==> config.mk <==
export PLATFORM = sky130hd
export DESIGN_NAME = csp_regs
export DESIGN_NICKNAME = d
export VERILOG_FILES = /design/src/csp_pkg.sv /design/src/csp_addr_resolve.sv /design/src/csp_pin_route.sv /design/src/csp_regs.sv
export SDC_FILE = /design/constraint.sdc
export NUM_CORES = 1
export LEC_CHECK = 0
export ABC_AREA = 0
export BUFFER_PORTS_ARGS = -buffer_cell sky130_fd_sc_hd__clkbuf_2
export CORE_AREA = 2 2 179 93
export CTS_BUF_LIST = sky130_fd_sc_hd__clkbuf_16
export DETAILED_ROUTE_END_ITERATION = 8
export DIE_AREA = 0 0 181 95
export PLACE_DENSITY = 0.81
export SETUP_SLACK_MARGIN = 0.15
export SLEW_MARGIN = 15
export SYNTH_ARGS = -nofsm -noshare
export SYNTH_HDL_FRONTEND = slang
export SYNTH_HIERARCHICAL = 1
export SYNTH_SLANG_ARGS = --single-unit
==> constraint.sdc <==
create_clock -name mclk_in -period 5 [get_ports mclk_in]
set_input_delay 0 -clock mclk_in [delete_from_list [all_inputs] [get_ports mclk_in]]
set_output_delay 0 -clock mclk_in [all_outputs]
set_load 0.05 [all_outputs]
==> src/csp_pkg.sv <==
// Shared constants, types and helpers for the CPU state and pointer register block
package csp_pkg;

   // Special function register addresses
   localparam logic [7:0] SFR_STACK_PTR   = 8'h81;
   localparam logic [7:0] SFR_DATA_POINTER_LOW    = 8'h82;
   localparam logic [7:0] SFR_DATA_POINTER_HIGH   = 8'h83;
   localparam logic [7:0] SFR_AUX_CTRL    = 8'hA2;
   localparam logic [7:0] SFR_STATUS_WORD = 8'hD0;

   // Values after reset
   localparam logic [7:0]  STACK_PTR_RESET   = 8'h07;
   localparam logic [7:0]  STATUS_WORD_RESET = 8'h00;
   localparam logic [7:0]  AUX_CTRL_RESET    = 8'h00;
   localparam logic [15:0] DATA_POINTER_RESET        = 16'h0000;

   // Status word field positions
   localparam int PSW_CARRY      = 7;
   localparam int PSW_HALF_CARRY = 6;
   localparam int PSW_USER_ZERO  = 5;
   localparam int PSW_BANK_HIGH  = 4;
   localparam int PSW_BANK_LOW   = 3;
   localparam int PSW_OVERFLOW   = 2;
   localparam int PSW_USER_ONE   = 1;
   localparam int PSW_PARITY     = 0;

   // Auxiliary control field positions; bits 7 and 1 are reserved
   localparam int AUX_CA_REDIRECT   = 6;
   localparam int AUX_SPI_REDIRECT  = 5;
   localparam int AUX_SECOND_UART_REDIRECT = 4;
   localparam int AUX_GENERAL_FLAG  = 3;
   localparam int AUX_JUSTIFY       = 2;
   localparam int AUX_PTR_SELECT    = 0;
   localparam logic [7:0] AUX_WRITE_MASK = 8'h7D;

   // Internal RAM and SFR space split for direct addressing
   localparam logic [7:0] SFR_SPACE_BASE = 8'h80;

   // Port function masks for each pin placement
   localparam logic [7:0] CA_PORT1_MASK    = 8'h1C;
   localparam logic [3:0] CA_PORT4_MASK    = 4'hE;
   localparam logic [7:0] SPI_PORT1_MASK   = 8'hF0;
   localparam logic [3:0] SPI_PORT4_MASK   = 4'hF;
   localparam logic [7:0] SECOND_UART_PORT1_MASK = 8'h0C;
   localparam logic [3:0] SECOND_UART_PORT4_MASK = 4'hC;

   typedef enum logic [3:0] {
      MODE_NONE, MODE_REG, MODE_DIR, MODE_IND_RI, MODE_IND_SP, MODE_IND_DATA_POINTER,
      MODE_IMM, MODE_IDX_DATA_POINTER, MODE_IDX_PC, MODE_JMP_IDX
   } csp_mode_type;

   typedef enum logic [1:0] {SPACE_IRAM, SPACE_SFR, SPACE_XRAM, SPACE_CODE} csp_space_type;

   typedef struct packed {
      csp_space_type space;
      logic [15:0]   addr;
   } csp_operand_type;

   typedef struct packed {
      logic carry;
      logic half_carry;
      logic overflow;
   } csp_flags_type;

   typedef struct packed {
      logic [7:0] ca_p1;
      logic [3:0] ca_p4;
      logic [7:0] spi_p1;
      logic [3:0] serial_periph_redirect;
      logic [7:0] second_uart_p1;
      logic [3:0] second_uart_p4;
   } csp_route_type;

   // Base plus accumulator, wrapping in 16 bits
   function automatic logic [15:0] csp_add_index(input logic [15:0] base, input logic [7:0] acc);
      csp_add_index = base + {8'h00, acc};
   endfunction : csp_add_index

endpackage : csp_pkg

==> src/csp_addr_resolve.sv <==
// Operand address resolution for the core addressing modes
`timescale 1ns/1ps
module csp_addr_resolve
   import csp_pkg::*;
(
   input  wire csp_mode_type    mode_in,
   input  wire logic [7:0]      opcode_in,
   input  wire logic [7:0]      direct_in,
   input  wire logic [7:0]      ri_value_in,
   input  wire logic [1:0]      bank_in,
   input  wire logic [7:0]      sp_in,
   input  wire logic [15:0]     data_pointer_in,
   input  wire logic [15:0]     pc_in,
   input  wire logic [7:0]      acc_in,
   output csp_operand_type      operand_out,
   output logic [15:0]          jump_target_out
);

   // Mode decode to operand space and address
   always_comb begin
      operand_out     = '{space: SPACE_IRAM, addr: 16'h0000};
      jump_target_out = csp_add_index(data_pointer_in, acc_in);
      unique case (mode_in)
         MODE_NONE: operand_out = '{space: SPACE_IRAM, addr: 16'h0000};
         MODE_REG: operand_out = '{space: SPACE_IRAM, addr: {11'h000, bank_in, opcode_in[2:0]}};
         MODE_DIR: begin
            operand_out.addr  = {8'h00, direct_in};
            operand_out.space = (direct_in < SFR_SPACE_BASE) ? SPACE_IRAM : SPACE_SFR;
         end
         MODE_IND_RI: operand_out = '{space: SPACE_IRAM, addr: {8'h00, ri_value_in}};
         MODE_IND_SP: operand_out = '{space: SPACE_IRAM, addr: {8'h00, sp_in}};
         MODE_IND_DATA_POINTER: operand_out = '{space: SPACE_XRAM, addr: data_pointer_in};
         MODE_IMM: operand_out = '{space: SPACE_CODE, addr: pc_in + 16'h0001};
         MODE_IDX_DATA_POINTER: operand_out = '{space: SPACE_CODE, addr: csp_add_index(data_pointer_in, acc_in)};
         MODE_IDX_PC: operand_out = '{space: SPACE_CODE, addr: csp_add_index(pc_in, acc_in)};
         MODE_JMP_IDX: operand_out = '{space: SPACE_CODE, addr: csp_add_index(data_pointer_in, acc_in)};
         default: operand_out = '{space: SPACE_IRAM, addr: 16'h0000};
      endcase
   end

endmodule : csp_addr_resolve

==> src/csp_pin_route.sv <==
// Pin redirection masks and conversion result arrangement
`timescale 1ns/1ps
module csp_pin_route
   import csp_pkg::*;
(
   input  wire logic [7:0] aux_in,
   input  wire logic [9:0] conv_raw_in,
   output csp_route_type   route_out,
   output logic [7:0]      conv_high_out,
   output logic [7:0]      conv_low_out
);

   // Each peripheral sits on port 1 by default and on port 4 when redirected
   always_comb begin
      route_out.ca_p1    = aux_in[AUX_CA_REDIRECT] ? 8'h00 : CA_PORT1_MASK;
      route_out.ca_p4    = aux_in[AUX_CA_REDIRECT] ? CA_PORT4_MASK : 4'h0;
      route_out.spi_p1   = aux_in[AUX_SPI_REDIRECT] ? 8'h00 : SPI_PORT1_MASK;
      route_out.serial_periph_redirect   = aux_in[AUX_SPI_REDIRECT] ? SPI_PORT4_MASK : 4'h0;
      route_out.second_uart_p1 = aux_in[AUX_SECOND_UART_REDIRECT] ? 8'h00 : SECOND_UART_PORT1_MASK;
      route_out.second_uart_p4 = aux_in[AUX_SECOND_UART_REDIRECT] ? SECOND_UART_PORT4_MASK : 4'h0;
   end

   // Left or right justified placement of the 10-bit result
   always_comb begin
      if (aux_in[AUX_JUSTIFY]) begin
         conv_high_out = {6'h00, conv_raw_in[9:8]};
         conv_low_out  = conv_raw_in[7:0];
      end else begin
         conv_high_out = conv_raw_in[9:2];
         conv_low_out  = {6'h00, conv_raw_in[1:0]};
      end
   end

endmodule : csp_pin_route

==> src/csp_regs.sv <==
// CPU state and pointer registers: stack pointer, status word, dual data pointer, aux control
`timescale 1ns/1ps
module csp_regs
   import csp_pkg::*;
(
   input  wire logic            mclk_in,
   input  wire logic            resetn_in,
   input  wire logic [7:0]      sfr_addr_in,
   input  wire logic            sfr_wr_in,
   input  wire logic            sfr_rd_in,
   input  wire logic [7:0]      sfr_wdata_in,
   output logic [7:0]           sfr_rdata_out,
   output logic                 sfr_hit_out,
   input  wire logic [7:0]      acc_in,
   input  wire logic            flag_wr_in,
   input  wire csp_flags_type   flags_in,
   input  wire logic            bit_carry_wr_in,
   input  wire logic            bit_carry_in,
   input  wire logic            stack_push_in,
   input  wire logic            stack_pop_in,
   input  wire logic            data_pointer_load_in,
   input  wire logic [15:0]     data_pointer_value_in,
   input  wire logic            data_pointer_inc_in,
   input  wire csp_mode_type    mode_in,
   input  wire logic [7:0]      opcode_in,
   input  wire logic [7:0]      direct_in,
   input  wire logic [7:0]      ri_value_in,
   input  wire logic [15:0]     pc_in,
   input  wire logic [9:0]      conv_raw_in,
   output logic [7:0]           stack_pointer_out,
   output logic [7:0]           program_status_word_out,
   output logic [15:0]          data_pointer_out,
   output logic [7:0]           aux_pin_and_pointer_ctrl_out,
   output csp_operand_type      operand_out,
   output logic [15:0]          jump_target_out,
   output csp_route_type        route_out,
   output logic [7:0]           conversion_result_high_out,
   output logic [7:0]           conversion_result_low_out
);

   ////////////////////////////////////////////////////////////////////////////////////////////////
   // Reset release and local state

   logic                  rst_sync_a;
   logic                  rst_n;
   logic [7:0]            stack_pointer;
   logic [7:0]            program_status_word;
   logic [15:0]           data_pointer_active;
   logic [15:0]           data_pointer_shadow;
   logic [7:0]            aux_ctrl;
   logic                  wr_sp;
   logic                  wr_psw;
   logic                  wr_dpl;
   logic                  wr_dph;
   logic                  wr_aux;
   logic [7:0]            next_aux;
   logic                  sel_swap;
   csp_operand_type       next_operand;
   logic [15:0]           next_jump_target;
   csp_route_type         next_route;
   logic [7:0]            next_conv_high;
   logic [7:0]            next_conv_low;

   // Two-stage release of the asynchronous reset
   always_ff @(posedge mclk_in or negedge resetn_in) begin
      if (!resetn_in) begin
         rst_sync_a <= 1'b0;
         rst_n      <= 1'b0;
      end else begin
         rst_sync_a <= 1'b1;
         rst_n      <= rst_sync_a;
      end
   end

   ////////////////////////////////////////////////////////////////////////////////////////////////
   // Register write decode

   // Software writes win over hardware updates of the same register
   always_comb begin
      wr_sp    = sfr_wr_in && (sfr_addr_in == SFR_STACK_PTR);
      wr_psw   = sfr_wr_in && (sfr_addr_in == SFR_STATUS_WORD);
      wr_dpl   = sfr_wr_in && (sfr_addr_in == SFR_DATA_POINTER_LOW);
      wr_dph   = sfr_wr_in && (sfr_addr_in == SFR_DATA_POINTER_HIGH);
      wr_aux   = sfr_wr_in && (sfr_addr_in == SFR_AUX_CTRL);
      next_aux = sfr_wdata_in & AUX_WRITE_MASK;
      sel_swap = wr_aux && (next_aux[AUX_PTR_SELECT] != aux_ctrl[AUX_PTR_SELECT]);
   end

   ////////////////////////////////////////////////////////////////////////////////////////////////
   // Stack pointer

   // Pre-increment on push or call, decrement on pop or return
   always_ff @(posedge mclk_in or negedge rst_n) begin
      if (!rst_n) begin
         stack_pointer <= STACK_PTR_RESET;
      end else if (wr_sp) begin
         stack_pointer <= sfr_wdata_in;
      end else if (stack_push_in && !stack_pop_in) begin
         stack_pointer <= stack_pointer + 8'h01;
      end else if (stack_pop_in && !stack_push_in) begin
         stack_pointer <= stack_pointer - 8'h01;
      end
   end

   ////////////////////////////////////////////////////////////////////////////////////////////////
   // Program status word

   // Arithmetic flags, Boolean carry and software writes; parity is read only
   always_ff @(posedge mclk_in or negedge rst_n) begin
      if (!rst_n) begin
         program_status_word <= STATUS_WORD_RESET;
      end else begin
         if (wr_psw) begin
            program_status_word[7:1] <= sfr_wdata_in[7:1];
         end else begin
            if (flag_wr_in) begin
               program_status_word[PSW_CARRY]      <= flags_in.carry;
               program_status_word[PSW_HALF_CARRY] <= flags_in.half_carry;
               program_status_word[PSW_OVERFLOW]   <= flags_in.overflow;
            end
            if (bit_carry_wr_in) begin
               program_status_word[PSW_CARRY] <= bit_carry_in;
            end
         end
         program_status_word[PSW_PARITY] <= ^acc_in;
      end
   end

   ////////////////////////////////////////////////////////////////////////////////////////////////
   // Dual data pointer

   // The selected pointer always lives in the active copy; a selector change swaps the copies
   always_ff @(posedge mclk_in or negedge rst_n) begin
      if (!rst_n) begin
         data_pointer_active <= DATA_POINTER_RESET;
         data_pointer_shadow <= DATA_POINTER_RESET;
      end else if (sel_swap) begin
         data_pointer_active <= data_pointer_shadow;
         data_pointer_shadow <= data_pointer_active;
      end else if (wr_dpl || wr_dph) begin
         if (wr_dpl) begin
            data_pointer_active[7:0] <= sfr_wdata_in;
         end
         if (wr_dph) begin
            data_pointer_active[15:8] <= sfr_wdata_in;
         end
      end else if (data_pointer_load_in) begin
         data_pointer_active <= data_pointer_value_in;
      end else if (data_pointer_inc_in) begin
         data_pointer_active <= data_pointer_active + 16'h0001;
      end
   end

   ////////////////////////////////////////////////////////////////////////////////////////////////
   // Auxiliary control register

   // Reserved bits never store, so an increment from zero only flips the selector
   always_ff @(posedge mclk_in or negedge rst_n) begin
      if (!rst_n) begin
         aux_ctrl <= AUX_CTRL_RESET;
      end else if (wr_aux) begin
         aux_ctrl <= next_aux;
      end
   end

   ////////////////////////////////////////////////////////////////////////////////////////////////
   // Register read port

   // Read data registered one cycle after the strobe; unmapped addresses read zero
   always_ff @(posedge mclk_in or negedge rst_n) begin
      if (!rst_n) begin
         sfr_rdata_out <= 8'h00;
         sfr_hit_out   <= 1'b0;
      end else if (sfr_rd_in) begin
         sfr_hit_out <= 1'b1;
         unique case (sfr_addr_in)
            SFR_STACK_PTR:   sfr_rdata_out <= stack_pointer;
            SFR_STATUS_WORD: sfr_rdata_out <= program_status_word;
            SFR_DATA_POINTER_LOW:    sfr_rdata_out <= data_pointer_active[7:0];
            SFR_DATA_POINTER_HIGH:   sfr_rdata_out <= data_pointer_active[15:8];
            SFR_AUX_CTRL:    sfr_rdata_out <= aux_ctrl;
            default: begin
               sfr_rdata_out <= 8'h00;
               sfr_hit_out   <= 1'b0;
            end
         endcase
      end else begin
         sfr_hit_out <= 1'b0;
      end
   end

   ////////////////////////////////////////////////////////////////////////////////////////////////
   // Address resolution and pin routing

   csp_addr_resolve u_resolve (
      .mode_in         (mode_in),
      .opcode_in       (opcode_in),
      .direct_in       (direct_in),
      .ri_value_in     (ri_value_in),
      .bank_in         (program_status_word[PSW_BANK_HIGH:PSW_BANK_LOW]),
      .sp_in           (stack_pointer),
      .data_pointer_in         (data_pointer_active),
      .pc_in           (pc_in),
      .acc_in          (acc_in),
      .operand_out     (next_operand),
      .jump_target_out (next_jump_target)
   );

   csp_pin_route u_route (
      .aux_in        (aux_ctrl),
      .conv_raw_in   (conv_raw_in),
      .route_out     (next_route),
      .conv_high_out (next_conv_high),
      .conv_low_out  (next_conv_low)
   );

   // Registered copies of the resolver and routing results
   always_ff @(posedge mclk_in or negedge rst_n) begin
      if (!rst_n) begin
         operand_out                <= '{space: SPACE_IRAM, addr: 16'h0000};
         jump_target_out            <= 16'h0000;
         route_out                  <= '0;
         conversion_result_high_out <= 8'h00;
         conversion_result_low_out  <= 8'h00;
      end else begin
         operand_out                <= next_operand;
         jump_target_out            <= next_jump_target;
         route_out                  <= next_route;
         conversion_result_high_out <= next_conv_high;
         conversion_result_low_out  <= next_conv_low;
      end
   end

   // Architectural state straight from its flops
   always_comb begin
      stack_pointer_out            = stack_pointer;
      program_status_word_out      = program_status_word;
      data_pointer_out             = data_pointer_active;
      aux_pin_and_pointer_ctrl_out = aux_ctrl;
   end

   ////////////////////////////////////////////////////////////////////////////////////////////////
   // Checks

   stack_push_inc_a: assert property (@(posedge mclk_in) disable iff (!rst_n)
      stack_push_in && !stack_pop_in && !wr_sp |=> stack_pointer == $past(stack_pointer) + 8'h01)
      else $error("stack pointer did not pre-increment on push");

   stack_reset_a: assert property (@(posedge mclk_in)
      $rose(rst_n) |-> stack_pointer == 8'h07)
      else $error("stack pointer not 07H after reset");

   parity_track_a: assert property (@(posedge mclk_in) disable iff (!rst_n)
      ##1 program_status_word[PSW_PARITY] == ^$past(acc_in))
      else $error("parity bit does not follow accumulator");

   bool_carry_a: assert property (@(posedge mclk_in) disable iff (!rst_n)
      bit_carry_wr_in && !wr_psw |=> program_status_word[PSW_CARRY] == $past(bit_carry_in))
      else $error("carry not written by bit instruction");

   data_pointer_byte_a: assert property (@(posedge mclk_in) disable iff (!rst_n)
      wr_dpl && !wr_dph && !sel_swap |=> data_pointer_active[15:8] == $past(data_pointer_active[15:8])
         && data_pointer_active[7:0] == $past(sfr_wdata_in))
      else $error("low byte write disturbed high byte");

   ptr_swap_a: assert property (@(posedge mclk_in) disable iff (!rst_n)
      sel_swap |=> data_pointer_active == $past(data_pointer_shadow) && data_pointer_shadow == $past(data_pointer_active))
      else $error("selector change did not swap pointers");

   ptr_other_a: assert property (@(posedge mclk_in) disable iff (!rst_n)
      !sel_swap |=> data_pointer_shadow == $past(data_pointer_shadow))
      else $error("unselected pointer changed");

   sel_toggle_a: assert property (@(posedge mclk_in) disable iff (!rst_n)
      wr_aux && sfr_wdata_in == aux_ctrl + 8'h01 && (aux_ctrl & 8'hFE) == 8'h00
      |=> aux_ctrl[AUX_PTR_SELECT] != $past(aux_ctrl[AUX_PTR_SELECT]))
      else $error("aux increment did not toggle selector");

   reg_bank_a: assert property (@(posedge mclk_in) disable iff (!rst_n)
      mode_in == MODE_REG |=> operand_out.addr == {11'h000, $past(program_status_word[4:3]),
         $past(opcode_in[2:0])})
      else $error("register operand outside selected bank");

   direct_space_a: assert property (@(posedge mclk_in) disable iff (!rst_n)
      mode_in == MODE_DIR |=> operand_out.space == ($past(direct_in[7]) ? SPACE_SFR : SPACE_IRAM))
      else $error("direct operand space wrong");

   justify_a: assert property (@(posedge mclk_in) disable iff (!rst_n)
      aux_ctrl[AUX_JUSTIFY] |=> conversion_result_low_out == $past(conv_raw_in[7:0]))
      else $error("right justified low byte wrong");

endmodule : csp_regs

Word level (Yosys, flattened, before mapping)
Index checks and enable logic that the tools add are counted.
{"block": "word_totals", "regBits": 151, "latch_bits": 0, "ramBits": 0, "romBits": 0, "inputBits": 108, "output_inout_bits": 135, "word_cells": 95, "memories": 0}
{"block": "classes", "n_addsub": 6, "multipliers": 0, "div_mod_pow": 0, "order_cmp": 1, "n_eq_ne": 17, "n_shift": 0, "muxes": 27, "bitwise_logic": 0, "reduce_logical": 20}
{"op": "$pmux 18 s8", "count": 1}
{"op": "$mux 16", "count": 4}
{"op": "$mux 8", "count": 8}
{"op": "$eq 8x8->1 const B", "count": 5}
{"op": "$pmux 8 s5", "count": 1}
{"op": "$add 16x1->16 const B", "count": 2}
{"op": "$add 16x8->16", "count": 2}
{"op": "$eq 4x3->1 const B", "count": 4}
{"op": "$mux 4", "count": 4}
{"op": "$add 8x1->8 const B", "count": 1}
{"op": "$eq 4x2->1 const B", "count": 2}
{"op": "$eq 4x4->1 const B", "count": 2}
{"op": "$logic_and 1x1->1", "count": 8}
{"op": "$lt 8x8->1 const B", "count": 1}
{"op": "$reduce_xor 8->1", "count": 1}
{"op": "$sub 8x1->8 const B", "count": 1}
{"op": "$mux 1", "count": 6}
{"op": "$ne 3x3->1 const B", "count": 2}
{"op": "$reduce_bool 3->1", "count": 2}
{"op": "$mux 5", "count": 1}
{"op": "$reduce_or 5->1", "count": 1}
{"op": "$eq 4x1->1 const B", "count": 1}
{"op": "$mux 2", "count": 2}
{"op": "$reduce_and 2->1", "count": 2}
{"op": "6 further kinds", "count": 7}

Logic depth before layout (Yosys ltp)
Gate-level depths: netlist (run 1).
{"block": "depth", "depth_word": 5, "depth_mapped": 13, "depth_no_buf": 11}

Cells and area by module
Netlist (run 1), hierarchy kept.
{"module": "csp_regs", "n_inst": 1, "cells_per_inst": 518, "area_each_um2": 6109.6, "seq_area_each_um2": 3782.4}
{"module": "csp_addr_resolve", "n_inst": 1, "cells_per_inst": 240, "area_each_um2": 1692.9, "seq_area_each_um2": 0.0}
{"module": "csp_pin_route", "n_inst": 1, "cells_per_inst": 54, "area_each_um2": 391.6, "seq_area_each_um2": 0.0}

Worst setup path before layout (run 1)
No wires, ideal clock.
{"block": "synth_path", "path_kind": "input to register", "start": "input mode_in[0]", "end": "register operand_out[14] (netlist bit)", "setup_ns": 0.134, "arrival_ns": 2.342, "required_ns": 4.866, "setup_slack_ns": 2.525, "stages": 13, "path_buffers": 3, "path_cell_list": "clkbuf_1 > buf_2 > clkbuf_1 > or3_1 > ha_1 > inv_1 > fa_1 > nand2b_1 > a21oi_1 > o21ai_1 > nor3_1 > xnor2_1 > o211ai_1"}
{"element": "start: declaration", "line": "csp_regs.sv:24", "text": "input wire csp_mode_type mode_in,"}
{"element": "end signal: assignment", "line": "csp_regs.sv:220", "text": "operand_out <= '{space: SPACE_IRAM, addr: 16'h0000};"}
{"element": "end signal: assignment", "line": "csp_regs.sv:226", "text": "operand_out <= next_operand;"}
{"element": "end: declaration", "line": "csp_regs.sv:34", "text": "output csp_operand_type operand_out,"}

==> impl_metrics.tcl, run 1 <==
set metrics [dict create \
    outcome "finished, final reports clean" \
    layout_min_cycle_time_ns 3.24 \
    ir_drop_mv 0.299 \
    dr_total_vias 7452 \
    synthCells 812 \
    clk_latency_ns 0.43 \
    yosys-top-cells-area "dfrtp_1, nand2_1, ha_1" \
    power_density_nw_per_um2 419 \
    hold_path_class "in -> reg" \
    crit_family "compound AO/OA/AOI/OAI gates" \
    coreArea_um2 15900 \
    synth_cell_types 77 \
    die_width_um 181 \
    fmax_ghz 0.309 \
    htree_num_levels 4 \
    die_h_um 95 \
    synthArstFlopShare_pct 100 \
    whs_path_depth 4 \
    hpwlAfterDp_mm 18.4 \
    r2r-end "operand_out[6]$_DFF_PN0_" \
    startpoint "mode_in[3]" \
    max_slew_margin_pct 25.2 \
    place.gp.congestion 0.933 \
    syn_to_final_growth_pct 25.6 \
    cts_buffers 17 \
    min_period_over_period_pct 64.8 \
    drv_slew 0 \
    yosys_warnings 6 \
    crit_path_top_delay_cell "dlygate4sd3_1" \
    nFillCells 1293 \
    critPathKind "in -> reg" \
    synth_area_um2 8190 \
    wl_per_cell_um 19.9 \
    vias_per_cell 5.81 \
    layout.nets 1195 \
    start_util_pct 51.7 \
    drcViolationCount 0 \
    synth_top_area_share_pct 45.2 \
    ioPinCount 243 \
    drive_gt1_share_pct 29.9 \
    rrSetupSlack_ns 2.47 \
    final_area_um2 10300 \
    tightestPinTransition_ns 1.11 \
    setup_viol 0 \
    root_buffer "clkbuf_16" \
    min_from "pc_in[0]" \
    crit_chain "dlygate4sd3_1, clkbuf_2, or3b_4, nor2_1, nand2_1, fa_1, nand2b_1, a21oi_1, o21ai_1, o21a_1, o21ai_0, o311ai_1" \
    start_kind "input pin" \
    place.port_buffers 235 \
    r2r-start "data_pointer_out[0]$_DFFE_PN0P_" \
    num_antenna_cells 0 \
    final_util_pct 64.9 \
    cts.repair.resized 0 \
    crit_fanout 14 \
    clk_pin_slew_ns 0.07 \
    ys_seq_elements 151 \
    cts_num_sinks 151 \
    leakagePower_nw 4.93 \
    worstPathArrival_ns 3.53 \
    drv_cap 0 \
    cp.depth 12 \
    worstRegToRegCells 8 \
    avgSynthCellArea_um2 10.1 \
    hold_viol_final 0 \
    timing.final.ws_setup_ns 1.76 \
    cp.buffers_inverters 2 \
    wl_mm 25.5 \
    fp-row-count 33 \
    ant_nets 0 \
    pre_cts_ws_ns 2.02 \
    fin_setup_tns_ns 0 \
    rsz0062_at_grt "false" \
    required_ns 5.29 \
    fin_worst_skew_ns 0.0102 \
    end_kind "register" \
    cp_slowest_stage_delay_ns 0.53 \
    firstDrtPassIters 6 \
    grt_usage_pct 30.5 \
    synth_flop_cell "dfrtp_1" \
    grt_pass1_wl_mm 39.6 \
    timing.hold.ws_ns 0.0141 \
    ys_seq_area_share_pct 46.2 \
    crit_path_end "operand_out[10]$_DFF_PN0_" \
    drt_iter0_drc 972 \
    antenna_found_initial 0 \
    cts_tree "yes" \
    grt_max_degree 76 \
    cts_max_path_buffers 2 \
    die-area_um2 17200 \
    synth_edf_count 0 \
    grt_pass1_vias 7041 \
    yosysTopAreaCell "dfrtp_1" \
    overflow 0 \
    place_area_um2 9270 \
]
-- worst min-delay path, stage by stage --
cell,delay [ns]
clkbuf_2,0.09
ha_1,0.12
a221oi_1,0.08
o21ai_0,0.10
-- where the power goes --
part / total [mW] / internal [mW] / switching (mW)
Clock: 1.23 / 0.687 / 0.540
Sequential: 1.61 / 1.38 / 0.226
Combinational: 1.48 / 0.452 / 1.03
Total: 4.32 / 2.52 / 1.79
-- area by class of cell --
class	count	area, µm²	share of cell area [%]
Multi-Input combinational cell	575	3890	37.8
Sequential cell	151	3790	36.8
Tap cell	210	263	2.55
Clock inverter	15	130	1.26
Timing Repair Buffer	285	1680	16.3
Clock buffer	17	425	4.13
Inverter	30	113	1.09
-- sequential cells by signal (all words and copies together), names as in the netlist --
signal,flops
conversion_result_high_out,8
route_out,36
program_status_word_out,8
operand_out,18
sfr_rdata_out,8
jump_target_out,16
sfr_hit_out,1
data_pointer_shadow,16
aux_pin_and_pointer_ctrl_out,6
stack_pointer_out,8
data_pointer_out,16
conversion_result_low_out,8
rst_sync_a,1
rst_n,1
-- synth_stat cells, types with 9 or more instances --
library cell / number
buf_4: 39
o22ai_1: 9
inv_1: 30
mux2i_1: 13
xor2_1: 19
nor3_1: 14
xnor2_1: 31
dfrtp_1: 148
and2_1: 12
nand3_1: 17
nor2_1: 37
clkbuf_1: 21
nor2b_1: 11
o211ai_1: 11
o21ai_0: 46
ha_1: 24
a31oi_1: 13
a22oi_1: 15
nand2_1: 85
a21oi_1: 43
mux2_2: 19
or3_1: 9
a21o_1: 14
-- worst min path at each step --
stage	endpoint	slack [ns]
6_report	operand_out[0]$_DFF_PN0_	0.01
5_1_grt	operand_out[0]$_DFF_PN0_	0.03
4_1_cts	operand_out[16]$_DFF_PN0_	0.0004
3_5_place_dp	rst_sync_a$_DFF_PN0_	-0.21
3_3_place_gp	rst_sync_a$_DFF_PN0_	-0.21
2_1_floorplan	rst_n$_DFF_PN0_	-0.30
-- logic make-up after synthesis --
logic type	Yosys count	share of synthesized area [%]
XOR/XNOR	50	5.34
AO/OA/AOI/OAI	212	17.8
adder cells (fa/ha/maj)	27	4.40
buffers and inverters	104	7.44
other	3	0.137
multiplexers	32	4.20
AND/OR/NAND/NOR	233	14.5
flip-flops	151	46.2
-- layer usage --
layer / share of wire (%) / GRT usage, % / up-vias
met1: 43 / 43.5 / 3555
met4: 1.7 / 7.52 / 0
met5: 0 / 0 / -
met3: 12 / 10.6 / 50
li1: - / - / 3343
met2: 42 / 44.5 / 504
-- layout by cell type, fill, tap and decap left out, types with 5 or more instances in the layout --
| cell | netlist | layout |
|---|---|---|
| mux2i_1 | 13 | 13 |
| a22oi_1 | 15 | 15 |
| mux2_2 | 19 | 19 |
| dfrtp_1 | 148 | 147 |
| o31ai_2 | 5 | 5 |
| nand4_1 | 5 | 5 |
| o21a_1 | 7 | 7 |
| o21ai_0 | 46 | 46 |
| nand3_1 | 17 | 17 |
| a21o_1 | 14 | 14 |
| nor3b_1 | 8 | 8 |
| inv_1 | 30 | 32 |
| o22ai_1 | 9 | 9 |
| or3_1 | 9 | 9 |
| clkbuf_2 | 0 | 235 |
| a221o_1 | 8 | 8 |
| nand2_1 | 85 | 85 |
| xnor2_1 | 31 | 30 |
| ha_1 | 24 | 24 |
| xor2_1 | 19 | 19 |
| a21oi_1 | 43 | 43 |
| nor3_1 | 14 | 14 |
| nor2b_1 | 11 | 11 |
| dlygate4sd3_1 | 0 | 46 |
| a222oi_1 | 8 | 8 |
| a31oi_1 | 13 | 13 |
| inv_6 | 0 | 5 |
| nor2_1 | 37 | 37 |
| o211ai_1 | 11 | 11 |
| conb_1 | 3 | 21 |
| and2_1 | 12 | 12 |
| clkbuf_16 | 0 | 17 |
| nand2b_1 | 6 | 6 |
-- stage by stage --
stage               total power, mW  cells
detailed placement             3.03   1205
finish                         4.32   1283
global route                   4.49   1283
global placement               3.02   1205
CTS                            4.29   1283
floorplan                      2.63    830
-- what timing repair did --
item | in CTS | in global routing
setup buffers | 0 | 0
endpoints found under the setup margin | 0 | 0
hold buffers | 46 | 0
endpoints found under the hold margin | 63 | 0
Power figures use the tool's default switching activity.
==> run 2: changes to the inputs <==
ABC_AREA = 1   (was 0)
CORE_AREA = 2 2 185 96   (was 2 2 179 93)
DIE_AREA = 0 0 187 98   (was 0 0 181 95)
clock period = 3.1 ns   (was 5 ns; I/O delays follow)
==> run 2 against run 1 <==
  * Setup slack got worse by 1.4 ns
  * Area after synthesis increased by 8.3%
  * First-iteration DRC count increased by 15%
  * Non-clock buffer count increased by 10
  * Final area increased by 8.5%
  * Register-to-register slack got worse by 2.1 ns
  * Final cell count increased by 33%
  * Flip-flop and latch count unchanged
  * Combinational power increased by 53%
  * Utilization increased by 1.2 points
  * Critical path type is now reg -> reg
  * Critical endpoint is now operand_out[7]$_DFF_PN0_
==> impl_metrics.tcl, run 2 <==
set metrics [dict create \
    outcome "finished, final reports clean" \
    cts_setup_buffers 0 \
    cts_num_sinks 151 \
    synth_common_cells "nand2_1, dfrtp_1, inv_1" \
    nFillCells 1465 \
    drcViolationCount 0 \
    power_density_nw_per_um2 611 \
    avgSynthCellArea_um2 7.56 \
    antenna_found_initial 0 \
    fp-row-count 34 \
    largest_reg_flops 36 \
    die-area_um2 18300 \
    syn_to_final_growth_pct 25.8 \
    layout.nets 1588 \
    final_common_cell "nand2_1" \
    clk_latency_ns 0.43 \
    vias_per_cell 5.28 \
    wl_mm 28.5 \
    synth_flop_cell "dfrtp_1" \
    overflow 0 \
    hold_viol_final 0 \
    ir_drop_mv 0.444 \
    yosys-top-cells-area "dfrtp_1, nand2_1, nand3_1" \
    ys_seq_elements 151 \
    reg_top3 "route_out x36, operand_out x18" \
    wl_per_cell_um 16.8 \
    hold_path_class "in -> reg" \
    final_cell_mix "nand2_1, clkbuf_2, dfrtp_1" \
    yosysTopAreaCell "dfrtp_1" \
    place.gp.congestion 0.986 \
    fin_worst_skew_ns 0.0121 \
    worstPathArrival_ns 3.09 \
    ys_seq_area_share_pct 42.6 \
    fin_setup_tns_ns 0 \
    top_register "route_out" \
    start_kind "register" \
    drt_iter0_drc 1118 \
    leakagePower_nw 6.18 \
    p_total_mw 6.82 \
    timing.final.ws_setup_ns 0.370 \
    dp_cells 1615 \
    tightestPinTransition_ns 0.659 \
    synthCells 1174 \
    ioPinCount 243 \
    min_period_over_period_pct 88.1 \
    pre_cts_ws_ns 0.892 \
    drv_cap 0 \
    grt_pass1_vias 8251 \
    max_slew_margin_pct 56.1 \
    root_buffer "clkbuf_16" \
    grt_usage_pct 31.7 \
    synthArstFlopShare_pct 100 \
    cts_tree "yes" \
    start_util_pct 52.5 \
    layout_min_cycle_time_ns 2.73 \
    drv_slew 0 \
    synth_area_um2 8870 \
    critPathKind "reg -> reg" \
    grt_max_degree 66 \
    grt_pass1_wl_mm 44.5 \
    synth_edf_count 0 \
    synth_top_area_share_pct 41.7 \
    num_antenna_cells 0 \
    crit_fanout 8 \
    ant_nets 0 \
    yosys_warnings 6 \
    die_h_um 98 \
    end_kind "register" \
    fmax_ghz 0.366 \
    clk_pin_slew_ns 0.06 \
    place.port_buffers 235 \
    rsz0062_at_grt "false" \
    cts.repair.resized 0 \
    cts_max_path_buffers 2 \
    yosysMostFrequentCell "nand2_1" \
    dr_total_vias 8979 \
    required_ns 3.46 \
    cts_buffers 17 \
    coreArea_um2 16900 \
    die_width_um 187 \
    htree_num_levels 4 \
    hpwlAfterDp_mm 21.1 \
    firstDrtPassIters 6 \
    setup_viol 0 \
    stdcell_count 1700 \
    drive_gt1_share_pct 22.5 \
    synth_cell_types 48 \
]
## run 2: cell count changes after synthesis, moves of 13 or more
cell      delta
a21oi_1     -17
a22oi_1     -13
mux2i_1     -13
nand3_1     +84
inv_1      +101
nor2_1      +65
nand4_1     +14
nand2_1    +293
xnor2_1     -24
mux2_2      -18
clkbuf_1    -16
## run 2: area by class of cell
| class | instances | area (µm²) | area share [%] |
|---|---|---|---|
| Multi-Input combinational cell | 845 | 4200 | 37.6 |
| Sequential cell | 151 | 3790 | 33.9 |
| Tap cell | 234 | 293 | 2.62 |
| Clock buffer | 17 | 425 | 3.81 |
| Clock inverter | 15 | 146 | 1.31 |
| Inverter | 143 | 544 | 4.88 |
| Timing Repair Buffer | 295 | 1770 | 15.9 |
## run 2: cells by family (layout without fill, tap and decap cells)
kind of cell / after synthesis / count (layout) / synth area share, %
AOI/OAI and AO/OA: 106 / 106 / 6.96
xor gates and xnor gates: 17 / 17 / 1.68
adders and majority gates: 27 / 27 / 4.06
buffers and inverters: 196 / 470 / 10.8
DFF: 151 / 151 / 42.6
muxes: 1 / 1 / 0.127
other: 3 / 21 / 0.127
and+or+nand+nor: 673 / 673 / 33.6
## run 2: timing repair
item,in CTS,in global routing
endpoints found under the hold margin,67,0
hold buffers,53,0
setup endpoints to repair,0,0
## run 2: per-stage QoR
step	utilization [%]	hold WS [ns]	instance area, µm²
after floorplan	-	-0.296	8940
after global placement	59.6	-0.213	10100
after detailed placement	59.6	-0.213	10100
after CTS	66.1	0.00598	11200
after global routing	66.1	0.0503	11200
final	66.1	0.0132	11200
## run 2: report_power, final
group	internal, mW	switching (mW)	total [mW]	leakage, nW
Sequential	2.21	0.315	2.52	1.86
Clock	1.13	0.911	2.04	0.276
Combinational	0.623	1.64	2.26	4.04
Total	3.96	2.86	6.82	6.18
## run 2: per-layer routing
layer	up-vias	track usage, %	part of all wire (%)
met1	4155	46.2	43
met3	49	11.8	14
li1	4224	-	-
met2	551	44.0	41
met4	0	8.55	1.5
met5	-	0	0
## run 2: critical path: stages (launching register included)
cell and delay (ns):
dfrtp_1 0.62, ha_1 0.37, nand2_1 0.15, inv_1 0.06, a21oi_1 0.16, nand2_1 0.16
xor2_1 0.40, nand2_1 0.10, nand4_1 0.09, dlygate4sd3_1 0.55
## run 2: path summary, 6_finish.rpt
check                                                      from                                           to  slack (ns)  depth (start not counted)
worst min register to register                  rst_n$_DFF_PN0_  aux_pin_and_pointer_ctrl_out[6]$_DFFE_PN0P_        0.31                          0
worst min-delay path                   data_pointer_value_in[7]              data_pointer_out[7]$_DFFE_PN0P_        0.01                          7
min in group asynchronous                       rst_n$_DFF_PN0_  aux_pin_and_pointer_ctrl_out[6]$_DFFE_PN0P_        0.31                          0
max in group asynchronous                       rst_n$_DFF_PN0_                      route_out[17]$_DFF_PN0_        1.89                          1
worst max-delay path            data_pointer_out[6]$_DFFE_PN0P_                     operand_out[7]$_DFF_PN0_        0.37                          9
worst max register to register  data_pointer_out[6]$_DFFE_PN0P_                     operand_out[7]$_DFF_PN0_        0.37                          9
==> run 3: changes to the inputs <==
CORE_AREA = 2 2 157 113   (was 2 2 185 96)
DIE_AREA = 0 0 159 115   (was 0 0 187 98)
==> run 3 against run 2 <==
  * Count of clock-buffer cells in the layout stayed put
  * Wire length is 5.9% lower
  * Setup slack better by 0.14 ns
  * Flip-flop and latch count stayed put
  * Die area is 0.22% lower
  * Critical path type unchanged
  * Final cell count is 0.12% lower
==> impl_metrics.tcl, run 3 (same netlist as run 2, synthesis figures left out) <==
set metrics [dict create \
    worstPathArrival_ns 2.95 \
    crit_fanout 8 \
    min_period_over_period_pct 83.4 \
    final_cell_mix "nand2_1, clkbuf_2, dfrtp_1" \
    fin_worst_skew_ns 0.0133 \
    grt_usage_pct 29.2 \
    cts_max_path_buffers 2 \
    switchingPower_mw 2.80 \
    leakagePower_nw 6.19 \
    drv_cap 0 \
    rrSetupSlack_ns 0.51 \
    ant_nets 0 \
    wl_mm 26.8 \
    end_kind "register" \
    start_kind "register" \
    syn_to_final_growth_pct 26.2 \
    fp-row-count 40 \
    internal-power_mw 4.05 \
    hold_viol_final 0 \
    p_sw_share_pct 40.9 \
    drv_slew 0 \
    drcViolationCount 0 \
    p_clk_share_pct 31.2 \
    worstRegToRegCells 9 \
    top_register "route_out" \
    cts_setup_buffers 0 \
    clk_pin_slew_ns 0.07 \
    layout_min_cycle_time_ns 2.59 \
    root_buffer "clkbuf_16" \
    largest_reg_flops 36 \
    dr_total_vias 8810 \
    hpwlAfterDp_mm 19.9 \
    layout.nets 1587 \
    place.gp.congestion 0.934 \
    place.port_buffers 235 \
    cts_tree "yes" \
    fin_setup_tns_ns 0 \
    p_total_mw 6.85 \
    start_util_pct 52.8 \
    die-area_um2 18300 \
    startpoint "data_pointer_out[6]$_DFFE_PN0P_" \
    grt_max_degree 57 \
    htree_num_levels 4 \
    drive_gt1_share_pct 22.5 \
    coreArea_um2 16800 \
    p_seq_share_pct 37.0 \
    power_density_nw_per_um2 612 \
    holdBufCountCts 53 \
    required_ns 3.47 \
    outcome "finished, final reports clean" \
    vias_per_cell 5.19 \
    ioPinCount 243 \
    reg_top3 "route_out x36, operand_out x18" \
    setup_viol 0 \
    grt_pass1_vias 8129 \
    die_h_um 115 \
    final_common_cell "nand2_1" \
    cts_num_sinks 151 \
    overflow 0 \
    critPathKind "reg -> reg" \
    cts.repair.resized 0 \
    hold_path_class "in -> reg" \
    clk_latency_ns 0.43 \
    drt_iter0_drc 836 \
    max_slew_margin_pct 49.6 \
    die_width_um 159 \
    ir_drop_mv 0.507 \
    rsz0062_at_grt "false" \
    fmax_ghz 0.387 \
    firstDrtPassIters 8 \
    r2r-end "operand_out[7]$_DFF_PN0_" \
    antenna_found_initial 1 \
    crit_path_end "operand_out[7]$_DFF_PN0_" \
    r2r-start "data_pointer_out[6]$_DFFE_PN0P_" \
    tightestPinTransition_ns 0.756 \
    wl_per_cell_um 15.8 \
    combPwrFrac_pct 31.8 \
    grt_pass1_wl_mm 41.7 \
    nFillCells 1456 \
    cts_buffers 17 \
]
[run 3: worst min-delay path by stage]
stage	to	slack [ns]	cells after the start	from
6_report	data_pointer_out[14]$_DFFE_PN0P_	0.02	7	data_pointer_value_in[14]
5_1_grt	operand_out[0]$_DFF_PN0_	0.001	5	ri_value_in[0]
4_1_cts	operand_out[5]$_DFF_PN0_	0.003	5	ri_value_in[5]
3_5_place_dp	rst_sync_a$_DFF_PN0_	-0.21	1	resetn_in
3_3_place_gp	rst_sync_a$_DFF_PN0_	-0.21	1	resetn_in
2_1_floorplan	rst_n$_DFF_PN0_	-0.30	0	resetn_in
[run 3: area by class of cell]
| class | instances | area (µm²) | area share, % |
|---|---|---|---|
| Antenna cell | 2 | 5.00 | 0.0447 |
| Clock inverter | 15 | 184 | 1.64 |
| Multi-Input combinational cell | 845 | 4200 | 37.5 |
| Sequential cell | 151 | 3790 | 33.8 |
| Inverter | 143 | 544 | 4.86 |
| Tap cell | 231 | 289 | 2.58 |
| Clock buffer | 17 | 425 | 3.80 |
| Timing Repair Buffer | 294 | 1760 | 15.8 |
[run 3: critical path, cell delays in order (launching register included)]
cell and delay, ns:
dfrtp_1 0.54, ha_1 0.44, nand2_1 0.14, nor2_1 0.11
nand3_1 0.09, nand2_1 0.18, xor2_1 0.32, nand2_1 0.10
nand4_1 0.08, dlygate4sd3_1 0.55
[run 3: power by group through the flow]
stage | registers, mW | clock network [mW] | logic (mW)
floorplan | 3.23 | 0 | 0.819
global placement | 2.55 | 0 | 2.06
detailed placement | 2.56 | 0 | 2.09
CTS | 2.52 | 2.16 | 2.16
global route | 2.55 | 2.26 | 2.36
finish | 2.53 | 2.14 | 2.18
[run 3: per-layer routing]
layer / vias to the layer above / global-route usage (%) / part of all wire [%]
li1: 4229 / - / -
met1: 4032 / 42.0 / 44
met2: 495 / 44.1 / 43
met3: 54 / 7.61 / 11
met4: 0 / 8.18 / 2.1
met5: - / 0 / 0
[run 3: through the flow]
| stage | worst slack [ns] | hold slack (ns) | instance area, µm² | std cells | util [%] |
|---|---|---|---|---|---|
| finish | 0.513 | 0.0153 | 11200 | 1698 | 66.6 |
| global route | 0.396 | 0.00101 | 11200 | 1697 | 66.6 |
| CTS | 0.614 | 0.00293 | 11200 | 1696 | 66.5 |
| detailed placement | 0.935 | -0.212 | 10100 | 1611 | 59.8 |
| global placement | 1.01 | -0.213 | 10100 | 1611 | 59.8 |
| floorplan | 0.599 | -0.296 | 8940 | 1192 | - |
